==> config.mk <==
export PLATFORM = sky130hd
export DESIGN_NAME = rtcha_top
export DESIGN_NICKNAME = d
export VERILOG_FILES = /design/src/rtcha_pkg.sv /design/src/rtcha_shift.sv /design/src/rtcha_top.sv
export SDC_FILE = /design/constraint.sdc
export NUM_CORES = 1
export LEC_CHECK = 0
export BUFFER_PORTS_ARGS = -buffer_cell sky130_fd_sc_hd__buf_2
export CAP_MARGIN = 40
export CORE_MARGIN = 4
export CORE_UTILIZATION = 60
export CTS_BUF_LIST = sky130_fd_sc_hd__clkbuf_16
export DETAILED_ROUTE_END_ITERATION = 16
export GPL_ROUTABILITY_DRIVEN = 1
export PLACE_DENSITY_LB_ADDON = 0.1
export SLEW_MARGIN = 40
export SYNTH_ARGS = -nofsm -noshare
export SYNTH_HDL_FRONTEND = slang
export SYNTH_SLANG_ARGS = --single-unit
==> constraint.sdc <==
create_clock -name clk -period 9.9 [get_ports clk]
set_input_delay 0.495 -clock clk [delete_from_list [all_inputs] [get_ports clk]]
set_output_delay 0.495 -clock clk [all_outputs]
set_load 0.01 [all_outputs]
==> src/rtcha_pkg.sv <==
/*
 * constants and types for the rtc host access sequencer.
 * assumes a 25 mhz system clock and a four-wire serial rtc whose
 * si and so pins may be tied together as one data line.
 */
package rtcha_pkg;

    ////////////////////////////////////////////////////////////////////////
    // timing
    localparam int CLK_NS = 40;
    localparam int CLK_KHZ = 25000;
    localparam int SCLK_HALF_NS = 160;
    localparam int HALF_CYC = (SCLK_HALF_NS + CLK_NS - 1) / CLK_NS;
    localparam int DIV_W = 3;
    localparam int PWR_MS = 2000;   // oscillator start and internal init
    localparam int WR_MS = 1000;    // ce high to low on a time write
    localparam int RD_MS = 500;     // ordinary time read
    localparam int STEP_MS = 1000;  // read step after a periodic interrupt
    localparam int PWR_CYC = PWR_MS * CLK_KHZ;
    localparam int WR_CYC = WR_MS * CLK_KHZ;
    localparam int RD_CYC = RD_MS * CLK_KHZ;
    localparam int STEP_CYC = STEP_MS * CLK_KHZ;
    localparam int DL_W = 26;

    ////////////////////////////////////////////////////////////////////////
    // device side
    localparam logic [3:0] DEV_SEC = 4'h0;
    localparam logic [3:0] DEV_CTRL1 = 4'he;
    localparam logic [3:0] DEV_CTRL2 = 4'hf;
    localparam logic [3:0] HDR_WR = 4'h0;
    localparam logic [3:0] HDR_RD = 4'h4;
    localparam logic [2:0] N_TIME = 3'h7;
    localparam logic [2:0] N_SUB = 3'h5;
    localparam int PER_FLAG_BIT = 2;
    localparam int STOP_FLAG_BIT = 4;
    localparam int LOW_SUP_BIT = 6;
    localparam logic [1:0] LVL_MODE = 2'h1;  // low select bit set: level mode

    ////////////////////////////////////////////////////////////////////////
    // own register map, word addresses
    localparam logic [3:0] R_CTRL = 4'h0;
    localparam logic [3:0] R_STAT = 4'h1;
    localparam logic [3:0] R_IST = 4'h2;
    localparam logic [3:0] R_IMSK = 4'h3;
    localparam logic [3:0] R_TIME0 = 4'h4;
    localparam logic [3:0] R_DCTRL2 = 4'hb;
    localparam int C_WR = 0;
    localparam int C_RD = 1;
    localparam int C_LVL = 2;
    localparam int C_VMON = 3;
    localparam int C_SEL = 4;
    localparam int EV_W = 4;
    localparam int E_DONE = 0;
    localparam int E_TMO = 1;
    localparam int E_STOP = 2;
    localparam int E_PER = 3;

    typedef enum logic [2:0] {
        ST_PWR = 3'b000,
        ST_IDLE = 3'b001,
        ST_HDR = 3'b011,
        ST_BYTE = 3'b010,
        ST_END = 3'b110
    } rtcha_st_t;

    typedef enum logic [2:0] {
        J_CHK = 3'h0,
        J_WT = 3'h1,
        J_VCLR = 3'h2,
        J_RT = 3'h3,
        J_CTCLR = 3'h4,
        J_LVL = 3'h5
    } rtcha_job_t;

endpackage

==> src/rtcha_shift.sv <==
/*
 * byte shifter for the serial link, msb first.
 * assumes start is a one-cycle pulse from the sequencer on the same clock
 * and sdi is already synchronised.
 */
`timescale 1ns/1ns
module rtcha_shift import rtcha_pkg::*; (
    // clock and reset
    input wire logic clk,
    input wire logic rst_n,
    // request
    input wire logic start,
    input wire logic drive,
    input wire logic [7:0] tx,
    // link
    input wire logic sdi,
    output logic sclk_q,
    output logic sd_q,
    output logic oe_q,
    // answer
    output logic done_q,
    output logic [7:0] rx_q
);

    logic busy_q;
    logic ph_q;
    logic [2:0] bit_q;
    logic [7:0] sh_q;
    logic [DIV_W-1:0] div_q;

    ////////////////////////////////////////////////////////////////////////
    // divider and shift, data moves on the falling sclk edge
    always_ff @(posedge clk or negedge rst_n) begin
        if (!rst_n) begin
            busy_q <= 1'b0;
            ph_q <= 1'b0;
            bit_q <= 3'h0;
            sh_q <= 8'h00;
            div_q <= '0;
            sclk_q <= 1'b0;
            sd_q <= 1'b0;
            oe_q <= 1'b0;
            done_q <= 1'b0;
            rx_q <= 8'h00;
        end else begin
            done_q <= 1'b0;
            if (start) begin
                busy_q <= 1'b1;
                ph_q <= 1'b0;
                bit_q <= 3'h0;
                sh_q <= tx;
                sd_q <= tx[7];
                oe_q <= drive;
                div_q <= '0;
                sclk_q <= 1'b0;
            end else if (busy_q) begin
                if (div_q == DIV_W'(HALF_CYC - 1)) begin
                    div_q <= '0;
                    if (!ph_q) begin
                        sclk_q <= 1'b1;
                        rx_q <= {rx_q[6:0], sdi};  // sample on rising edge
                        ph_q <= 1'b1;
                    end else begin
                        sclk_q <= 1'b0;
                        ph_q <= 1'b0;
                        if (bit_q == 3'h7) begin
                            busy_q <= 1'b0;
                            done_q <= 1'b1;
                            oe_q <= 1'b0;  // free the shared data line
                        end else begin
                            bit_q <= bit_q + 3'h1;
                            sh_q <= {sh_q[6:0], 1'b0};
                            sd_q <= sh_q[6];
                        end
                    end
                end else begin
                    div_q <= div_q + DIV_W'(1);
                end
            end
        end
    end

endmodule

==> src/rtcha_top.sv <==
/*
 * host side sequencer for a four-wire serial real-time clock.
 * software drives it over avalon-mm with waitrequest; it runs power-on
 * checks, time write and read bursts and periodic-interrupt reads.
 * assumes the rtc irq pin, data-in and host failure come in asynchronously.
 */
// Local design decisions: register access over Avalon-MM and the address map.
// Operation
// - host keeps ce low while supply rises from zero volts.
// - host drops ce at once when it fails or shuts down.
// - on a three-wire bus si and so share one data line.
// - host waits two seconds after power-on before any access.
// - with supply monitor, host writes low-supply flag zero after seconds write.
// - ce stays high until seconds through year are written in one burst.
// - a time write finishes within one second of ce rising.
// - an ordinary time read finishes within half a second.
// - host selects level mode and clears the periodic flag after each interrupt.
// - the read step after a periodic interrupt ends within one second.
// - first read after a time write reads all counters, later ones a subset.
`timescale 1ns/1ns
module rtcha_top import rtcha_pkg::*; #(
    parameter int PWR_WAIT = PWR_CYC,
    parameter int WR_LIM = WR_CYC,
    parameter int RD_LIM = RD_CYC,
    parameter int STEP_LIM = STEP_CYC
) (
    // clock and reset
    input wire logic clk,
    input wire logic rstn,
    // avalon-mm slave
    input wire logic [3:0] address,
    input wire logic read,
    input wire logic write,
    input wire logic [31:0] writedata,
    output logic [31:0] readdata,
    output logic waitrequest,
    output logic irq,
    // rtc link
    output logic ce,
    output logic sclk,
    output logic sdio_o,
    output logic sdio_oe,
    input wire logic sdio_i,
    input wire logic irq_output_n,
    // host health
    input wire logic host_fail
);

    logic rs1_q, rst_n;
    logic sdi_m_q, sdi_s_q, irqn_m_q, irqn_s_q, irqn_d_q, fail_m_q, fail_s_q;
    logic wait_q, irq_q, ce_q, go_q, rd_q, per_q;
    logic [31:0] rdata_q;
    logic [EV_W-1:0] ist_q, imsk_q, ev_q;
    logic vmon_q, lvl_on_q, init_q, need_q, full_q;
    logic [1:0] sel_q;
    logic req_wr_q, req_rd_q, req_lvl_q, pend_q;
    logic [7:0] time_q [N_TIME];
    logic [7:0] ctrl2_q, one_q, tx_d, rx;
    rtcha_st_t st_q;
    rtcha_job_t job_q;
    logic [3:0] addr_q;
    logic [2:0] n_q, idx_q;
    logic [DL_W-1:0] dl_q;
    logic sh_done, wr_en, cap;

    ////////////////////////////////////////////////////////////////////////
    // reset release
    always_ff @(posedge clk or negedge rstn) begin
        if (!rstn) begin
            rs1_q <= 1'b0;
            rst_n <= 1'b0;
        end else begin
            rs1_q <= 1'b1;
            rst_n <= rs1_q;
        end
    end

    // two-flop synchronisers on outside inputs
    always_ff @(posedge clk or negedge rst_n) begin
        if (!rst_n) begin
            sdi_m_q <= 1'b0;
            sdi_s_q <= 1'b0;
            irqn_m_q <= 1'b1;
            irqn_s_q <= 1'b1;
            irqn_d_q <= 1'b1;
            fail_m_q <= 1'b0;
            fail_s_q <= 1'b0;
        end else begin
            sdi_m_q <= sdio_i;
            sdi_s_q <= sdi_m_q;
            irqn_m_q <= irq_output_n;
            irqn_s_q <= irqn_m_q;
            irqn_d_q <= irqn_s_q;
            fail_m_q <= host_fail;
            fail_s_q <= fail_m_q;
        end
    end

    ////////////////////////////////////////////////////////////////////////
    // bus slave: answer one cycle after the request appears
    assign wr_en = write & ~wait_q;

    always_ff @(posedge clk or negedge rst_n) begin
        if (!rst_n) begin
            wait_q <= 1'b1;
            rdata_q <= 32'h0;
        end else begin
            wait_q <= ~((read | write) & wait_q);
            if (read & wait_q) begin
                unique case (address)
                    R_CTRL: rdata_q <= {26'h0, sel_q, vmon_q, lvl_on_q, 2'h0};
                    R_STAT: rdata_q <= {27'h0, full_q, need_q, lvl_on_q, init_q,
                                        st_q != ST_IDLE};
                    R_IST: rdata_q <= {28'h0, ist_q};
                    R_IMSK: rdata_q <= {28'h0, imsk_q};
                    R_DCTRL2: rdata_q <= {24'h0, ctrl2_q};
                    default: begin
                        if (address >= R_TIME0 && address < R_TIME0 + 4'(N_TIME)) begin
                            rdata_q <= {24'h0, time_q[3'(address - R_TIME0)]};
                        end else begin
                            rdata_q <= 32'h0;  // unmapped reads zero
                        end
                    end
                endcase
            end
        end
    end

    // configuration and command requests, a new request wins over its take
    always_ff @(posedge clk or negedge rst_n) begin
        if (!rst_n) begin
            vmon_q <= 1'b0;
            sel_q <= 2'h0;
            imsk_q <= '0;
            req_wr_q <= 1'b0;
            req_rd_q <= 1'b0;
            req_lvl_q <= 1'b0;
        end else begin
            if (st_q == ST_IDLE && !pend_q) begin
                if (req_lvl_q) begin
                    req_lvl_q <= 1'b0;
                end else if (req_wr_q) begin
                    req_wr_q <= 1'b0;
                end else if (!need_q) begin
                    req_rd_q <= 1'b0;
                end
            end
            if (wr_en && address == R_CTRL) begin
                vmon_q <= writedata[C_VMON];
                sel_q <= writedata[C_SEL +: 2];
                if (writedata[C_WR]) req_wr_q <= 1'b1;
                if (writedata[C_RD]) req_rd_q <= 1'b1;
                if (writedata[C_LVL]) req_lvl_q <= 1'b1;
            end
            if (wr_en && address == R_IMSK) imsk_q <= writedata[EV_W-1:0];
        end
    end

    ////////////////////////////////////////////////////////////////////////
    // sticky events, write one to clear, set beats clear
    always_ff @(posedge clk or negedge rst_n) begin
        if (!rst_n) begin
            ist_q <= '0;
            irq_q <= 1'b0;
        end else begin
            if (wr_en && address == R_IST) begin
                ist_q <= (ist_q & ~writedata[EV_W-1:0]) | ev_q;
            end else begin
                ist_q <= ist_q | ev_q;
            end
            irq_q <= |(ist_q & imsk_q);
        end
    end

    // periodic interrupt: falling edge of the device irq line
    always_ff @(posedge clk or negedge rst_n) begin
        if (!rst_n) begin
            pend_q <= 1'b0;
        end else if (lvl_on_q && irqn_d_q && !irqn_s_q) begin
            pend_q <= 1'b1;
        end else if (st_q == ST_IDLE) begin
            pend_q <= 1'b0;
        end
    end

    ////////////////////////////////////////////////////////////////////////
    // time counter images: software writes, device reads land here
    assign cap = (st_q == ST_BYTE) & sh_done & rd_q & (job_q == J_RT);

    always_ff @(posedge clk or negedge rst_n) begin
        if (!rst_n) begin
            for (int i = 0; i < N_TIME; i++) time_q[i] <= 8'h00;
        end else if (cap) begin
            time_q[idx_q] <= rx;
        end else if (wr_en && address >= R_TIME0 && address < R_TIME0 + 4'(N_TIME)) begin
            time_q[3'(address - R_TIME0)] <= writedata[7:0];
        end
    end

    // byte to send: header, then burst data or single value
    always_comb begin
        if (st_q == ST_HDR) begin
            tx_d = {addr_q, rd_q ? HDR_RD : HDR_WR};
        end else if (job_q == J_WT) begin
            tx_d = time_q[idx_q];
        end else begin
            tx_d = one_q;
        end
    end

    ////////////////////////////////////////////////////////////////////////
    // access sequencer
    task automatic launch(input rtcha_job_t j, input logic [3:0] a, input logic r,
                          input logic [2:0] n, input logic [7:0] v, input int lim);
        job_q <= j;
        addr_q <= a;
        rd_q <= r;
        n_q <= n;
        one_q <= v;
        dl_q <= DL_W'(lim);
        idx_q <= 3'h0;
        ce_q <= 1'b1;
        go_q <= 1'b1;
        st_q <= ST_HDR;
    endtask

    always_ff @(posedge clk or negedge rst_n) begin
        if (!rst_n) begin
            st_q <= ST_PWR;
            job_q <= J_CHK;
            addr_q <= 4'h0;
            rd_q <= 1'b0;
            n_q <= 3'h0;
            one_q <= 8'h00;
            idx_q <= 3'h0;
            dl_q <= DL_W'(PWR_WAIT);
            ce_q <= 1'b0;
            go_q <= 1'b0;
            per_q <= 1'b0;
            ev_q <= '0;
            ctrl2_q <= 8'h00;
            init_q <= 1'b0;
            need_q <= 1'b0;
            full_q <= 1'b1;
            lvl_on_q <= 1'b0;
        end else begin
            go_q <= 1'b0;
            ev_q <= '0;
            if (fail_s_q) begin
                ce_q <= 1'b0;
                if (st_q != ST_PWR) st_q <= ST_IDLE;
            end else begin
                unique case (st_q)
                    ST_PWR: begin
                        if (dl_q == '0) begin
                            launch(J_CHK, DEV_CTRL2, 1'b1, 3'h1, 8'h00, RD_LIM);
                        end else begin
                            dl_q <= dl_q - DL_W'(1);
                        end
                    end
                    ST_IDLE: begin
                        if (pend_q) begin
                            per_q <= 1'b1;
                            launch(J_RT, DEV_SEC, 1'b1, full_q ? N_TIME : N_SUB,
                                   8'h00, STEP_LIM);
                        end else if (req_lvl_q) begin
                            launch(J_LVL, DEV_CTRL1, 1'b0, 3'h1,
                                   {5'h0, LVL_MODE[0], sel_q}, WR_LIM);
                        end else if (req_wr_q) begin
                            launch(J_WT, DEV_SEC, 1'b0, N_TIME, 8'h00, WR_LIM);
                        end else if (req_rd_q && !need_q) begin
                            per_q <= 1'b0;
                            launch(J_RT, DEV_SEC, 1'b1, full_q ? N_TIME : N_SUB,
                                   8'h00, RD_LIM);
                        end
                    end
                    ST_HDR, ST_BYTE: begin
                        dl_q <= dl_q - DL_W'(1);
                        if (dl_q == '0) begin
                            ce_q <= 1'b0;
                            ev_q[E_TMO] <= 1'b1;
                            st_q <= ST_IDLE;
                        end else if (sh_done) begin
                            if (st_q == ST_HDR) begin
                                go_q <= 1'b1;
                                st_q <= ST_BYTE;
                            end else if (idx_q == n_q - 3'h1) begin
                                if (job_q == J_CHK) ctrl2_q <= rx;
                                ce_q <= 1'b0;  // whole burst under one ce
                                st_q <= ST_END;
                            end else begin
                                idx_q <= idx_q + 3'h1;
                                go_q <= 1'b1;
                            end
                        end
                    end
                    ST_END: begin
                        st_q <= ST_IDLE;
                        unique case (job_q)
                            J_CHK: begin
                                init_q <= 1'b1;
                                if (ctrl2_q[STOP_FLAG_BIT]) begin
                                    need_q <= 1'b1;
                                    ev_q[E_STOP] <= 1'b1;
                                end
                            end
                            J_WT: begin
                                need_q <= 1'b0;
                                full_q <= 1'b1;
                                if (vmon_q) begin
                                    launch(J_VCLR, DEV_CTRL2, 1'b0, 3'h1,
                                           (ctrl2_q & ~(8'h01 << LOW_SUP_BIT))
                                           | (8'h01 << PER_FLAG_BIT), WR_LIM);
                                end else begin
                                    ev_q[E_DONE] <= 1'b1;
                                end
                            end
                            J_RT: begin
                                full_q <= 1'b0;
                                if (per_q) begin
                                    launch(J_CTCLR, DEV_CTRL2, 1'b0, 3'h1,
                                           ctrl2_q & ~(8'h01 << PER_FLAG_BIT),
                                           WR_LIM);
                                end else begin
                                    ev_q[E_DONE] <= 1'b1;
                                end
                            end
                            J_CTCLR: ev_q[E_PER] <= 1'b1;
                            J_LVL: begin
                                lvl_on_q <= 1'b1;
                                ev_q[E_DONE] <= 1'b1;
                            end
                            default: ev_q[E_DONE] <= 1'b1;
                        endcase
                    end
                    default: st_q <= ST_IDLE;
                endcase
            end
        end
    end

    ////////////////////////////////////////////////////////////////////////
    // serial engine, si and so share sdio
    rtcha_shift u_shift (
        .clk(clk),
        .rst_n(rst_n),
        .start(go_q),
        .drive(st_q == ST_HDR || !rd_q),
        .tx(tx_d),
        .sdi(sdi_s_q),
        .sclk_q(sclk),
        .sd_q(sdio_o),
        .oe_q(sdio_oe),
        .done_q(sh_done),
        .rx_q(rx)
    );

    // registered outputs
    assign readdata = rdata_q;
    assign waitrequest = wait_q;
    assign irq = irq_q;
    assign ce = ce_q;

endmodule

==> metrics.yaml <==
timing:
  final.setup_skew_ps: 10.6
  slew-limit-headroom_pct: 47.0
  min_period_ps: 3380
  hold_viol_final: 0
  finalWorstSetupSlack_ps: 6520
  max_freq_ghz: 0.296
  finalMaxSlewViolations: 0
  fin_crit_sh_pct: 34.1
  rsz0062_at_grt: "no"
  worst_pin_slew_ps: 794
  setup_tns_ps: 0
  finalSetupViolCount: 0
logic_synthesis:
  yosysSeqAreaShare_pct: 46.5
  synthMuxAreaShare_pct: 8.24
  synth.avg_cell_area_um2: 9.68
  synth-seq-cells: 184
  async_reset_ff_share_pct: 100
  ys_warn_count: 0
  yosys.area_share.simple_pct: 17.6
  syn_inst: 1028
  synth_ff_type: "dfrtp_1"
  synth_top_family_by_area: "compound AO/OA/AOI/OAI gates"
  synth-compound-area-share_pct: 20.6
  synth-edff-count: 0
  syn_area_um2: 9950
  synth_xor_area_share_pct: 0.704
  ys_types: 65
  synthAdderAreaFrac_pct: 0.755
pwr:
  swShare_pct: 28.3
  peakVddDrop_uv: 175
  power.switching_uw: 553
  p_per_area_nw_per_um2: 181
  p_leak_uw: 0.00488
  internal_power_uw: 1400
  p_clk_share_pct: 36.7
  pwr-share-seq_pct: 49.4
  total_power_uw: 1950
  combPwrFrac_pct: 13.8
worst_setup_path:
  rrSetupSlack_ps: 6520
  required_ps: 10250
  critPathLaunchType: "flip-flop"
  slowest_stage: "o211a_1"
  cp-end-kind: "flip-flop"
  criticalPathCategory: "reg -> reg"
  worstPathArrival_ps: 3730
  crit_path_max_incr_delay_ps: 730
  crit_chain: "mux2i_1, nor3b_1, o211a_1, nand3_1, o41ai_1, o21ai_0"
  worstPathMaxFanout: 24
placement:
  dp_hpwl_um: 18600
  gp_congestion: 0.974
  post-place-ws_ps: 6410
  io_buffers: 32
grt:
  grt_pass1_wl_um: 43700
  grt_max_degree: 77
  grt_pass1_vias: 7817
  grt.overflow.total: 0
  track_usage_pct: 30.7
  antenna_found_initial: 0
clock_tree:
  clk_latency_ps: 440
  h-tree-depth: 4
  cts_tree: "done"
  path_clk_slew_ps: 70
  cts.path.max_buffers: 2
  cts-root-buf: "clkbuf_16"
  cts_sinks: 184
  numCtsBuffers: 17
floorplanning:
  die_w_um: 137
  dieArea_um2: 18700
  start_util_pct: 61.9
  die_y_um: 137
  rows: 46
  boundaryPins: 81
  coreArea_um2: 16100
layout:
  n_fill_cell: 1284
  drive_gt1_share_pct: 15.5
  nets: 1073
  antennaDiodeCount: 0
  area_growth_pct: 8.54
drt:
  routed-via-count: 8333
  avgRoutedWirePerCell_um: 21.9
  drt_wl_total_um: 27400
  detail_route.vias_per_cell: 6.65
  dr.pass1.iters: 5
  ant_nets: 0
  drc: 0
  drt_iter0_markers: 1090
outcome:
  outcome: "finished, final reports clean"
run:
  drv_cap: 0
worst_hold_path:
  hp-class: "in -> reg"
## per-layer routing
metal / global-route usage, % / vias up / share of wire [%]
li1: - / 3736 / -
met1: 46.5 / 4065 / 44
met2: 42.5 / 480 / 43
met3: 9.82 / 52 / 11
met4: 8.17 / 0 / 2.2
met5: 0 / - / 0
## layout by cell type (no fill, tap or decap), types with 31 or more instances in the layout
cell     count
o21ai_0     58
inv_1       31
a21oi_1     39
nor2_1      72
buf_2       33
dfrtp_1    166
nand2_1    133
a21o_1      32
nor3_1      39
mux2_2      33
## logic make-up (layout without fill, tap and decap cells)
group                    Yosys count  after routing
AND/OR/NAND/NOR                  354            354
AO/OA/AOI/OAI                    291            291
flip-flops                       184            184
buffers and inverters            119            105
multiplexers                      64             64
XOR/XNOR                           8              8
adder cells (fa/ha/maj)            6              6
other                              2             25
## final timing paths
path                                      start                     endpoint  depth (start not counted)
max reg2reg                job_q[1]$_DFFE_PN0P_         dl_q[20]$_DFFE_PN1P_                          6
min                                irq_output_n           irqn_m_q$_DFF_PN1_                          1
min in group asynchronous       rst_n$_DFF_PN0_  u_shift.rx_q[3]$_DFFE_PN0P_                          0
max                        job_q[1]$_DFFE_PN0P_         dl_q[20]$_DFFE_PN1P_                          6
min reg2reg                     rst_n$_DFF_PN0_  u_shift.rx_q[3]$_DFFE_PN0P_                          0
max in group asynchronous       rst_n$_DFF_PN0_         idx_q[0]$_DFFE_PN0P_                          2
## synthesized netlist by cell type (5+ instances only)
cell type    n  area [µm²]
a211oi_1     6        45.0
a21o_1      32         240
a21oi_1     39         195
a221o_1     23         230
a221oi_1    16         140
a22o_1      21         184
a22oi_1     18         135
a31oi_1      6        37.5
a32oi_1      8        70.1
buf_1       15        56.3
buf_2        9        45.0
buf_4       24         180
clkbuf_1    43         161
dfrtp_1    167        4180
dfstp_2     17         447
ha_1         6        75.1
inv_1       28         105
mux2_2      33         372
mux2i_1     20         200
mux4_2      11         248
nand2_1    133         499
nand2b_1    15        93.8
nand3_1     16        80.1
nand3b_1     5        37.5
nand4_1      5        31.3
nor2_1      72         270
nor2b_1      9        56.3
nor3_1      42         210
nor3b_1      6        45.0
nor4_1      15        93.8
nor4_2       5        62.6
o211ai_1     5        37.5
o21ai_0     58         290
o21ai_1      6        30.0
o22ai_1     19         119
o31ai_1     11        82.6
or2_2        6        37.5
or3_1        5        31.3
or4_1        7        52.6
xnor2_1      5        43.8
## power groups by stage
stage | clock network (µW) | logic (µW) | registers, µW
3_5_place_dp | 0 | 266 | 969
5_1_grt | 759 | 300 | 974
2_1_floorplan | 0 | 207 | 942
4_1_cts | 723 | 268 | 958
6_report | 717 | 270 | 965
3_3_place_gp | 0 | 260 | 968
## worst max-delay path: cells and delay by family, from the launching register on
family / cells / cell delay (ps)
flops: 1 / 470
simple gates: 2 / 1290
compound gates: 3 / 1350
mux: 1 / 160
## stage by stage
stage          instance area (µm²)  hold slack, ps  instances  util, %
6_report                     10800             149       1253     67.2
4_1_cts                      10800             140       1253     67.1
5_1_grt                      10800             135       1253     67.2
3_3_place_gp                 10100             280       1219     63.0
3_5_place_dp                 10200             282       1220     63.3
2_1_floorplan                10000             199       1051        -
## area by class of cell
| class | count | area (µm²) | area share (%) |
|---|---|---|---|
| flip-flops and latches | 184 | 4630 | 42.9 |
| inverters | 28 | 105 | 0.973 |
| clock buffers | 17 | 425 | 3.94 |
| multi-input cells | 748 | 4910 | 45.5 |
| clock inverters | 15 | 188 | 1.74 |
| well taps | 216 | 270 | 2.50 |
| repair buffers | 45 | 265 | 2.46 |
## timing repair
item                      in CTS  in global routing
hold buffers                   1                  0
hold endpoints to repair       2                  0
buffers inserted               0                  0
resized for setup              0                  0
## sequential cells by signal, summed over array words and instances (netlist names), 2 cells and up
| name | flops |
|---|---|
| time_q | 56 |
| dl_q | 26 |
| ctrl2_q | 8 |
| one_q | 8 |
| readdata | 8 |
| u_shift.rx_q | 8 |
| u_shift.sh_q | 7 |
| ev_q | 4 |
| imsk_q | 4 |
| ist_q | 4 |
| idx_q | 3 |
| job_q | 3 |
| n_q | 3 |
| st_q | 3 |
| u_shift.bit_q | 3 |
| u_shift.div_q | 3 |
| addr_q | 2 |
| sel_q | 2 |
Power figures use the tool's default switching activity.
